$ cat config.mk
export PLATFORM = sky130hd
export DESIGN_NAME = app_cpu_power_state_ctrl
export DESIGN_NICKNAME = d
export VERILOG_FILES = /design/src/pkg/power_state_pkg.sv /design/src/rtl/app_cpu_power_state_ctrl.sv /design/src/rtl/wake_gate.sv
export SDC_FILE = /design/constraint.sdc
export NUM_CORES = 1
export LEC_CHECK = 0
export BUFFER_PORTS_ARGS = -buffer_cell sky130_fd_sc_hd__buf_4
export CORE_MARGIN = 1.5
export CORE_UTILIZATION = 35
export DETAILED_ROUTE_END_ITERATION = 6
export SYNTH_ARGS = -nofsm -noshare
export SYNTH_HDL_FRONTEND = slang
export SYNTH_SLANG_ARGS = --single-unit
$ cat constraint.sdc
create_clock -name i_ref_clk -period 3.7 [get_ports i_ref_clk]
set_clock_uncertainty 0.2 [all_clocks]
set_input_delay 0.37 -clock i_ref_clk [delete_from_list [all_inputs] [get_ports i_ref_clk]]
set_output_delay 0.37 -clock i_ref_clk [all_outputs]
set_load 0.01 [all_outputs]
$ cat src/pkg/power_state_pkg.sv
// Shared state codes, voltage codes and widths of the power-state controller.
// Assumes a single clock domain and a strobe-style software request port.
package power_state_pkg;

    // ------------------------------------------------------------
    // Widths
    // ------------------------------------------------------------
    localparam int STATE_W = 4;
    localparam int WAKE_W = 8;
    localparam int VDD_W = 2;

    // ------------------------------------------------------------
    // Power states, Gray code in the order listed below
    // ------------------------------------------------------------
    typedef enum logic [STATE_W-1:0] {
        ST_FULL_ACT   = 4'h0,
        ST_FULL_STBY  = 4'h1,
        ST_RED_ACT    = 4'h3,
        ST_RED_STBY   = 4'h2,
        ST_LOW_ACT    = 4'h6,
        ST_LOW_STBY   = 4'h7,
        ST_PERIPH_ACT = 4'h5,
        ST_FULL_SLP   = 4'h4,
        ST_RED_SLP    = 4'hC,
        ST_LOW_SLP    = 4'hD,
        ST_DEEP       = 4'hF
    } pwr_state_e;

    // ------------------------------------------------------------
    // Main SRAM / core supply level codes
    // ------------------------------------------------------------
    localparam logic [VDD_W-1:0] VDD_OFF = 2'h0;
    localparam logic [VDD_W-1:0] VDD_LOW = 2'h1;
    localparam logic [VDD_W-1:0] VDD_MID = 2'h2;
    localparam logic [VDD_W-1:0] VDD_HIGH = 2'h3;

    // ------------------------------------------------------------
    // Reset values
    // ------------------------------------------------------------
    localparam pwr_state_e RST_STATE = ST_FULL_ACT;
    localparam logic [WAKE_W-1:0] RST_WAKE_MASK = 8'h00;

endpackage : power_state_pkg

$ cat src/rtl/app_cpu_power_state_ctrl.sv
// Power-state controller of the application processor subsystem.
// Assumes synchronous request/wfi strobes and level interrupt inputs.
`timescale 1ns/1ps
`default_nettype none

module app_cpu_power_state_ctrl
    import power_state_pkg::*;
(
    input wire logic i_ref_clk,
    input wire logic i_rst_n,
    input wire logic i_wait_irq,
    input wire logic i_sw_req,
    input wire logic [STATE_W-1:0] i_sw_target,
    input wire logic [WAKE_W-1:0] i_wake_enable,
    input wire logic [WAKE_W-1:0] i_wake_irq,
    output logic [STATE_W-1:0] o_power_state,
    output logic o_cpu_clk_en,
    output logic o_cpu_pwr_on,
    output logic o_full_func,
    output logic o_periph_pwr_on,
    output logic o_low_power_domain_on,
    output logic o_battery_gpio_on,
    output logic o_sram_pwr_on,
    output logic o_sram_retain,
    output logic [VDD_W-1:0] o_sram_vdd_sel
);

    // ------------------------------------------------------------
    // State decode
    // ------------------------------------------------------------
    pwr_state_e state_r;
    pwr_state_e state_nxt;
    pwr_state_e tgt_w;
    pwr_state_e stby_of_w;
    pwr_state_e slp_of_w;
    pwr_state_e act_of_w;
    logic cpu_act_w;
    logic active_w;
    logic stby_w;
    logic slp_w;
    logic lowpwr_w;
    logic tgt_active_w;
    logic req_ok_w;
    logic enter_low_w;
    logic wake_w;

    assign tgt_w = pwr_state_e'(i_sw_target);
    assign cpu_act_w = (state_r == ST_FULL_ACT) || (state_r == ST_RED_ACT)
                       || (state_r == ST_LOW_ACT);
    assign active_w = cpu_act_w || (state_r == ST_PERIPH_ACT);
    assign stby_w = (state_r == ST_FULL_STBY) || (state_r == ST_RED_STBY)
                    || (state_r == ST_LOW_STBY);
    assign slp_w = (state_r == ST_FULL_SLP) || (state_r == ST_RED_SLP)
                   || (state_r == ST_LOW_SLP);
    assign lowpwr_w = stby_w || slp_w || (state_r == ST_DEEP);
    assign tgt_active_w = (tgt_w == ST_FULL_ACT) || (tgt_w == ST_RED_ACT)
                          || (tgt_w == ST_LOW_ACT) || (tgt_w == ST_PERIPH_ACT);

    // Matching standby / sleep of the current active state
    assign stby_of_w = (state_r == ST_FULL_ACT) ? ST_FULL_STBY :
                       (state_r == ST_RED_ACT) ? ST_RED_STBY : ST_LOW_STBY;
    assign slp_of_w = (state_r == ST_FULL_ACT) ? ST_FULL_SLP :
                      (state_r == ST_RED_ACT) ? ST_RED_SLP : ST_LOW_SLP;
    // Active state to return to from standby or sleep
    assign act_of_w = ((state_r == ST_FULL_STBY) || (state_r == ST_FULL_SLP)) ? ST_FULL_ACT :
                      ((state_r == ST_RED_STBY) || (state_r == ST_RED_SLP)) ? ST_RED_ACT :
                      ST_LOW_ACT;

    // deep from any active state, peripheral-only included
    // Illegal targets are dropped silently; status shows no change
    assign req_ok_w = i_sw_req && active_w
                      && (tgt_active_w || (tgt_w == ST_DEEP)
                          || (cpu_act_w && (tgt_w == slp_of_w)));

    // Wait-irq entry must capture too, whatever target is left on the bus
    assign enter_low_w = active_w && (state_nxt != state_r)
                         && !(state_nxt == ST_FULL_ACT) && !(state_nxt == ST_RED_ACT)
                         && !(state_nxt == ST_LOW_ACT) && !(state_nxt == ST_PERIPH_ACT);

    // ------------------------------------------------------------
    // Wake detection
    // ------------------------------------------------------------
    wake_gate u_wake_gate (
        .i_ref_clk(i_ref_clk),
        .i_rst_n(i_rst_n),
        .i_capture(enter_low_w),
        .i_armed(lowpwr_w),
        .i_enable(i_wake_enable),
        .i_irq(i_wake_irq),
        .o_wake(wake_w)
    );

    // ------------------------------------------------------------
    // Next state
    // ------------------------------------------------------------
    always_comb
    begin
        state_nxt = state_r;
        case (state_r)
            ST_FULL_ACT, ST_RED_ACT, ST_LOW_ACT:
            begin
                if (i_wait_irq)
                    state_nxt = stby_of_w;
                else if (req_ok_w)
                    state_nxt = tgt_w;
            end
            ST_PERIPH_ACT:
            begin
                // Core is off here, so wait-irq is ignored
                if (req_ok_w)
                    state_nxt = tgt_w;
            end
            ST_FULL_STBY, ST_RED_STBY, ST_LOW_STBY,
            ST_FULL_SLP, ST_RED_SLP, ST_LOW_SLP:
            begin
                if (wake_w)
                    state_nxt = act_of_w;
            end
            ST_DEEP:
            begin
                // Nothing retained, so restart at full power
                if (wake_w)
                    state_nxt = ST_FULL_ACT;
            end
            default:
            begin
                state_nxt = RST_STATE;
            end
        endcase
    end

    // ------------------------------------------------------------
    // Output decode from next state
    // ------------------------------------------------------------
    logic cpu_clk_nxt;
    logic cpu_pwr_nxt;
    logic full_func_nxt;
    logic periph_nxt;
    logic lpd_nxt;
    logic sram_pwr_nxt;
    logic sram_ret_nxt;
    logic [VDD_W-1:0] vdd_nxt;

    assign cpu_clk_nxt = (state_nxt == ST_FULL_ACT) || (state_nxt == ST_RED_ACT)
                         || (state_nxt == ST_LOW_ACT);
    assign cpu_pwr_nxt = cpu_clk_nxt || (state_nxt == ST_FULL_STBY)
                         || (state_nxt == ST_RED_STBY) || (state_nxt == ST_LOW_STBY);
    assign full_func_nxt = (state_nxt == ST_FULL_ACT) || (state_nxt == ST_RED_ACT)
                           || (state_nxt == ST_FULL_STBY) || (state_nxt == ST_RED_STBY);
    assign periph_nxt = full_func_nxt;
    assign lpd_nxt = cpu_pwr_nxt || (state_nxt == ST_PERIPH_ACT);
    assign sram_pwr_nxt = (state_nxt != ST_DEEP);
    assign sram_ret_nxt = (state_nxt == ST_FULL_SLP) || (state_nxt == ST_RED_SLP)
                          || (state_nxt == ST_LOW_SLP) || (state_nxt == ST_PERIPH_ACT);
    assign vdd_nxt = ((state_nxt == ST_FULL_ACT) || (state_nxt == ST_FULL_STBY)
                      || (state_nxt == ST_FULL_SLP)) ? VDD_HIGH :
                     ((state_nxt == ST_RED_ACT) || (state_nxt == ST_RED_STBY)
                      || (state_nxt == ST_RED_SLP)) ? VDD_MID :
                     (state_nxt == ST_DEEP) ? VDD_OFF : VDD_LOW;

    // ------------------------------------------------------------
    // Registers
    // ------------------------------------------------------------
    always_ff @(posedge i_ref_clk or negedge i_rst_n)
    begin
        if (!i_rst_n)
        begin
            state_r <= RST_STATE;
            o_power_state <= RST_STATE;
            o_cpu_clk_en <= 1'b1;
            o_cpu_pwr_on <= 1'b1;
            o_full_func <= 1'b1;
            o_periph_pwr_on <= 1'b1;
            o_low_power_domain_on <= 1'b1;
            o_battery_gpio_on <= 1'b1;
            o_sram_pwr_on <= 1'b1;
            o_sram_retain <= 1'b0;
            o_sram_vdd_sel <= VDD_HIGH;
        end
        else
        begin
            state_r <= state_nxt;
            o_power_state <= state_nxt;
            o_cpu_clk_en <= cpu_clk_nxt;
            o_cpu_pwr_on <= cpu_pwr_nxt;
            o_full_func <= full_func_nxt;
            o_periph_pwr_on <= periph_nxt;
            o_low_power_domain_on <= lpd_nxt;
            o_battery_gpio_on <= 1'b1;
            o_sram_pwr_on <= sram_pwr_nxt;
            o_sram_retain <= sram_ret_nxt;
            o_sram_vdd_sel <= vdd_nxt;
        end
    end

    logic seen_r;
    always_ff @(posedge i_ref_clk or negedge i_rst_n)
    begin
        if (!i_rst_n)
            seen_r <= 1'b0;
        else
            seen_r <= 1'b1;
    end
endmodule : app_cpu_power_state_ctrl

`default_nettype wire

$ cat src/rtl/wake_gate.sv
// Wake detector: snapshots the wake enables on entry to a low-power state.
// Assumes the owner raises i_capture in the entry cycle and i_armed while asleep.
`timescale 1ns/1ps
`default_nettype none

module wake_gate
    import power_state_pkg::*;
(
    input wire logic i_ref_clk,
    input wire logic i_rst_n,
    input wire logic i_capture,
    input wire logic i_armed,
    input wire logic [WAKE_W-1:0] i_enable,
    input wire logic [WAKE_W-1:0] i_irq,
    output logic o_wake
);

    logic [WAKE_W-1:0] mask_r;
    logic wake_r;
    logic [WAKE_W-1:0] hit_w;

    // Enables changed while asleep do not count
    assign hit_w = i_irq & mask_r;

    always_ff @(posedge i_ref_clk or negedge i_rst_n)
    begin
        if (!i_rst_n)
        begin
            mask_r <= RST_WAKE_MASK;
            wake_r <= 1'b0;
        end
        else
        begin
            if (i_capture)
            begin
                mask_r <= i_enable;
            end
            wake_r <= i_armed & (|hit_w);
        end
    end

    assign o_wake = wake_r;

endmodule : wake_gate

`default_nettype wire

# Word-level counts from Yosys, hierarchy flattened
# Index checks and enable logic that the tools add are counted.
# word_totals
regBits,21
output_inout_bits,14
elab_cells,102
# classes
n_eq_ne,27
muxes,14
bitwise,2
n_reduce_logical,49
# ops
op,n
$eq 4x3->1 const B,10
$logic_or 1x1->1,31
$eq 4x4->1 const B,7
$eq 4x2->1 const B,5
$mux 4,5
$pmux 4 s4,1
$logic_not 4->1,3
$mux 3,4
$and 8x8->8,1
$eq 4x1->1 const B,2
$logic_and 1x1->1,8
$reduce_or 8->1,1
$reduce_or 6->1,1
$eq 4x4->1,1
$logic_not 1->1,4
$mux 2,2
$ne 4x4->1,1
$ne 4x4->1 const B,1
$reduce_or 3->1,1
$mux 1,2
$and 1x1->1,1

# Longest topological paths before layout
# depth
word_depth,17
mapped_depth,12
depth_no_buf,10

# Modules after synthesis
# From an unflattened synthesis, not the netlist that was laid out.
# unflattened
cells_unflattened,131
area_unflattened_um2,1395.1
# by_module_without_submodules
module,n_inst,cells_per_inst,area_each_um2,seq_area_each_um2
app_cpu_power_state_ctrl,1,107,996.0,309.0
wake_gate,1,24,399.1,225.2

# Least setup slack after synthesis
# No wires, ideal clock.
# synth_timing
path_type,reg-to-reg
start,reg state_r[2]
end,reg u_wake_gate.mask_r[0]
setup_time_ns,0.086
arrival_time_ns,2.755
required_time_ns,3.414
setup_slack_ns,0.658
stages_incl_launch_ff,13
period_less_slack_ns,3.042
cell_sequence,dfrtp_1 -> buf_4 -> or4_1 -> nand2_1 -> a2bb2oi_1 -> a21o_1 -> a211o_1 -> buf_6 -> and3_4 -> or2_1 -> buf_6 -> o31a_4 -> o221ai_2
# synth_between
elab_chain_cells,16
elab_cells_between_ends,48
classes_between,15 x eq/ne; 11 x mux; 22 x reduce/logical
# synth_rtl
element,line,source
"start, declared",app_cpu_power_state_ctrl.sv:31,pwr_state_e state_r;
"start signal, assigned",app_cpu_power_state_ctrl.sv:182,state_r <= state_nxt;
$eq 4x2->1,"app_cpu_power_state_ctrl.sv:48, app_cpu_power_state_ctrl.sv:63, app_cpu_power_state_ctrl.sv:99",
$mux 1,app_cpu_power_state_ctrl.sv:63,(state_r == ST_RED_ACT) ? ST_RED_SLP : ST_LOW_SLP;
$mux 4,app_cpu_power_state_ctrl.sv:62,assign slp_of_w = (state_r == ST_FULL_ACT) ? ST_FULL_SLP :
$eq 4x4->1,app_cpu_power_state_ctrl.sv:73,|| (cpu_act_w && (tgt_w == slp_of_w)));
$logic_and 1x1->1,app_cpu_power_state_ctrl.sv:73,
$logic_or 1x1->1,app_cpu_power_state_ctrl.sv:73,
$logic_and 1x1->1,app_cpu_power_state_ctrl.sv:72,&& (tgt_active_w || (tgt_w == ST_DEEP)
$mux 4,"app_cpu_power_state_ctrl.sv:104, app_cpu_power_state_ctrl.sv:110",
$mux 4,app_cpu_power_state_ctrl.sv:102,if (i_wait_irq)
$pmux 4 s4 *,app_cpu_power_state_ctrl.sv:99,case (state_r)
net state_nxt[1],app_cpu_power_state_ctrl.sv:32,pwr_state_e state_nxt;
$ne 4x4->1 / $logic_not 4->1 (equally long branches),"app_cpu_power_state_ctrl.sv:76, app_cpu_power_state_ctrl.sv:77",
$logic_and 1x1->1 / $logic_not 1->1 (equally long branches),"app_cpu_power_state_ctrl.sv:76, app_cpu_power_state_ctrl.sv:77",
$logic_and 1x1->1 (2 in series),app_cpu_power_state_ctrl.sv:77,&& !(state_nxt == ST_FULL_ACT) && !(state_nxt == ST_RED_ACT)
$logic_and 1x1->1,app_cpu_power_state_ctrl.sv:78,&& !(state_nxt == ST_LOW_ACT) && !(state_nxt == ST_PERIPH_ACT);
$logic_and 1x1->1 *,app_cpu_power_state_ctrl.sv:78,
"end signal, assigned",wake_gate.sv:36,mask_r <= i_enable;
"end, declared",wake_gate.sv:18,logic [WAKE_W-1:0] mask_r;
# The timed path passes the listed nets; every way through them passes the cells marked *.
# A chain may end at the register's enable or synchronous reset.

# Final worst setup path
# layout_timing
start,reg state_r[1]
end,reg u_wake_gate.mask_r[3]
# layout_between
elab_chain_cells,16
elab_cells_between_ends,48
classes_between,15 x eq/ne; 11 x mux; 22 x reduce/logical
# layout_rtl
element,line
$eq 4x2->1,--
$mux 1,app_cpu_power_state_ctrl.sv:63
$mux 4,app_cpu_power_state_ctrl.sv:62
$eq 4x4->1,app_cpu_power_state_ctrl.sv:73
$logic_and 1x1->1,app_cpu_power_state_ctrl.sv:73
$logic_or 1x1->1,app_cpu_power_state_ctrl.sv:73
$logic_and 1x1->1,app_cpu_power_state_ctrl.sv:72
$mux 4,"app_cpu_power_state_ctrl.sv:104, app_cpu_power_state_ctrl.sv:110"
$mux 4,app_cpu_power_state_ctrl.sv:102
$pmux 4 s4,app_cpu_power_state_ctrl.sv:99
$ne 4x4->1 / $logic_not 4->1 (equally long branches),"app_cpu_power_state_ctrl.sv:76, app_cpu_power_state_ctrl.sv:77"
$logic_and 1x1->1 / $logic_not 1->1 (equally long branches),"app_cpu_power_state_ctrl.sv:76, app_cpu_power_state_ctrl.sv:77"
$logic_and 1x1->1 (2 in series),app_cpu_power_state_ctrl.sv:77
$logic_and 1x1->1,app_cpu_power_state_ctrl.sv:78
$logic_and 1x1->1 *,app_cpu_power_state_ctrl.sv:78
# Every way passes the cells marked *; elsewhere a longest branch is shown, timed or not.

==> implementation parameters <==
Parameter                              Value

Power
  Worst voltage drop across the vdd grid    0.460 mV
  Power density over cell area    924 mW/mm^2
  Standby leakage power    0.846 nW

Die
  Number of standard-cell rows in the floorplan    24
  Area of the die    0.00496 mm^2
  Top-Level Pins    38
  Die boundary width    70.5 um
  Core Area    0.00435 mm^2
  Effective utilization at floorplan    0.366
  Die height    70.5 um

Run
  # Max-Cap Violations    0

Global routing
  Maximum number of pins on one net before global-route repair    22
  GRT overflow    0
  First-pass GRT wire length    6180 um
  Via count of the first global-routing pass    1260
  Antenna violations before repair    0
  GRT Resource Usage Total    0.155

Yosys
  Top flip-flop cell by instance count after synthesis    sky130_fd_sc_hd__dfrtp_1
  Cell type with the largest total area after synthesis    sky130_fd_sc_hd__dfrtp_1
  Sequential share of the synthesized area    0.335
  Post-synthesis sequential element count    21
  Average instance area after synthesis    9.21 um^2
  EDFF count, synth    0
  Fraction of registers with async set/reset    1.00
  Count of unique library cells instantiated by Yosys    53
  Synth top area share    0.220
  Post-Syn Area    0.00159 mm^2
  Synthesized instance count    173
  Syn. warnings    0
  List of most frequent post-synthesis cells    sky130_fd_sc_hd__dfrtp_1, sky130_fd_sc_hd__nor2_1, sky130_fd_sc_hd__a22oi_1, sky130_fd_sc_hd__inv_1, sky130_fd_sc_hd__o211ai_1
  Number of nets produced by synthesis    197
  Synth top area cells    sky130_fd_sc_hd__dfrtp_1, sky130_fd_sc_hd__dfstp_2, sky130_fd_sc_hd__o221ai_2

Worst setup path
  Worst-path fanout max    14
  Largest stage delay on the critical path    0.43 ns
  Delay-heaviest family, CP    compound AO/OA/AOI/OAI gates
  Startpoint Class    flop
  Capturing element type of the critical path    flop
  Number of gates on the worst path with buffers counted    10
  Worst path required time    3.64 ns
  Critical path arrival    3.14 ns
  Cell type of the slowest stage on the worst timing path    sky130_fd_sc_hd__dfrtp_1
  Worst reg2reg path depth    10
  Chain of cells forming the critical path    buf_4 -> nor2b_1 -> nand2_1 -> a2bb2oi_1 -> a21o_1 -> a211o_1 -> a21oi_1 -> or2_1 -> o31a_4 -> o221ai_2
  CP Buf/Inv Count    1
  Startpoint-to-endpoint class of the critical path    reg2reg

CTS
  Count of instances resized after the clock tree is built    0
  Clock buffer count from CTS    3
  Setup fix buffers added after clock tree synthesis    0
  Number of levels the H-tree was split into    1
  Clock Sink Count    21
  Clock Pin Slew Worst Setup and Hold Paths    0.08 ns
  Cell at the root of the clock tree    sky130_fd_sc_hd__clkbuf_8
  CTS tree    done
  Clock Latency Late Sink    0.26 ns
  Total of hold buffers inserted after clock tree synthesis    1
  Number of buffers on the longest clock path    2

STA
  Minimum period implied by the final worst setup slack    3.21 ns
  Total of endpoints with negative setup slack in the final report    0
  Setup_tns    0 ns
  Maximum operating frequency    312 MHz
  RSZ-0062 raised after global routing    false
  Share of the clock period used by the worst path after layout    0.867
  Final Hold Violating Endpoints    0
  Worst Slack Setup Final    0.491 ns
  Fin. max-slew vios    0

Hold path
  Min-delay worst type    in2reg
  Number of stages on the worst hold path    3

Placement
  Setup WS pre-CTS    0.511 ns
  Count of input and output buffers    36
  DP Wirelength    2780 um
  Final weighted congestion in routability-driven placement    0.816

Final layout
  Finished Core Util    0.447
  Antenna diode count    0
  Number of flip-flops under the largest register name    8
  # nets final    232
  Largest register by flop count    u_wake_gate.mask_r
  Area overhead of the layout relative to synthesis    22.2%
  Biggest registers after layout    u_wake_gate.mask_r: 8 flops, state_r: 4 flops, o_sram_vdd_sel: 2 flops
  Share of post-route cells with drive strength above 1    0.333

Drt
  Post-detailed-route count of antenna-violating nets    0
  Routed WL per cell    14.5 um
  Post-route DRC    0
  1st-iter DRT viols    100
  Total routed wirelength    3740 um
  Number of search-and-repair iterations in the first detailed-routing pass    4
  Via Count    1471
  Via-per-instance ratio    5.68

Status
  Run status    finished clean
-- per-stage QoR --
stage | hold slack [ns] | std cells | total power [mW] | instance area [um^2]
final | 0.187 | 259 | 1.80 | 1950
after global routing | 0.192 | 259 | 1.95 | 1950
after CTS | 0.188 | 259 | 1.81 | 1950
after detailed placement | 0.0709 | 254 | 1.65 | 1890
after global placement | 0.0699 | 254 | 1.64 | 1890
after floorplan | -0.126 | 173 | 1.40 | 1590
-- placed cells by master, fill, tap and decap left out, types with 2 or more instances in the layout --
| cell type | n |
|---|---|
| sky130_fd_sc_hd__buf_4 | 45 |
| sky130_fd_sc_hd__nor2_1 | 14 |
| sky130_fd_sc_hd__dfrtp_1 | 14 |
| sky130_fd_sc_hd__inv_1 | 13 |
| sky130_fd_sc_hd__a22oi_1 | 13 |
| sky130_fd_sc_hd__o211ai_1 | 11 |
| sky130_fd_sc_hd__nand2_1 | 10 |
| sky130_fd_sc_hd__o221ai_2 | 8 |
| sky130_fd_sc_hd__dfstp_2 | 7 |
| sky130_fd_sc_hd__a21oi_1 | 6 |
| sky130_fd_sc_hd__o21ai_0 | 6 |
| sky130_fd_sc_hd__nor2b_1 | 4 |
| sky130_fd_sc_hd__xnor2_1 | 4 |
| sky130_fd_sc_hd__nand4_1 | 3 |
| sky130_fd_sc_hd__nand3_1 | 3 |
| sky130_fd_sc_hd__a21o_1 | 3 |
| sky130_fd_sc_hd__clkbuf_8 | 3 |
| sky130_fd_sc_hd__xor2_1 | 2 |
| sky130_fd_sc_hd__nor3_1 | 2 |
| sky130_fd_sc_hd__and2_1 | 2 |
| sky130_fd_sc_hd__a32o_1 | 2 |
-- area by class of cell --
type / count / area [um^2]
Tap cell: 52 / 65.1
Clock buffer: 3 / 41.3
Multi-Input combinational cell: 123 / 905
Timing Repair Buffer: 46 / 348
Fill cell: 424 / 2410
Inverter: 13 / 48.8
Clock inverter: 1 / 5.00
Sequential cell: 21 / 534
-- cells by family (layout without fill, tap and decap cells) --
group | Yosys count | after routing | share of synthesized area
AO/OA/AOI/OAI | 66 | 66 | 0.345
XOR/XNOR | 7 | 7 | 0.0479
buffers and inverters | 29 | 63 | 0.0966
flip-flops | 21 | 21 | 0.335
multiplexers | 2 | 2 | 0.0157
other | 1 | 1 | 0.00235
AND/OR/NAND/NOR | 47 | 47 | 0.157
-- tightest hold or removal path, cell delays in order --
cell and delay [ns]:
sky130_fd_sc_hd__buf_4 0.08, sky130_fd_sc_hd__o211ai_1 0.09, sky130_fd_sc_hd__o221ai_2 0.07
-- routing by layer --
metal / share of wire / global-route usage / vias to the layer above
li1: - / - / 721
met2: 0.45 / 0.227 / 44
met4: 0.011 / 0.0513 / 0
met1: 0.49 / 0.235 / 702
met3: 0.047 / 0.0188 / 4
met5: 0 / 0 / -
-- where the power goes --
group	internal, mW	switching [mW]
registers	0.341	0.0709
clock network	0.0750	0.0748
logic	0.577	0.661
-- worst paths after layout --
path / startpoint / end / slack [ns]
worst max register to register: state_r[1] / u_wake_gate.mask_r[3] / 0.49
worst min-delay path: i_wake_enable[2] / u_wake_gate.mask_r[2] / 0.19
max in group asynchronous: i_rst_n / o_periph_pwr_on / 2.71
worst min register to register: u_wake_gate.mask_r[4] / u_wake_gate.mask_r[4] / 0.41
worst max-delay path: state_r[1] / u_wake_gate.mask_r[3] / 0.49
min in group asynchronous: i_rst_n / u_wake_gate.mask_r[3] / 0.32
(Power assumes the default switching activity.)
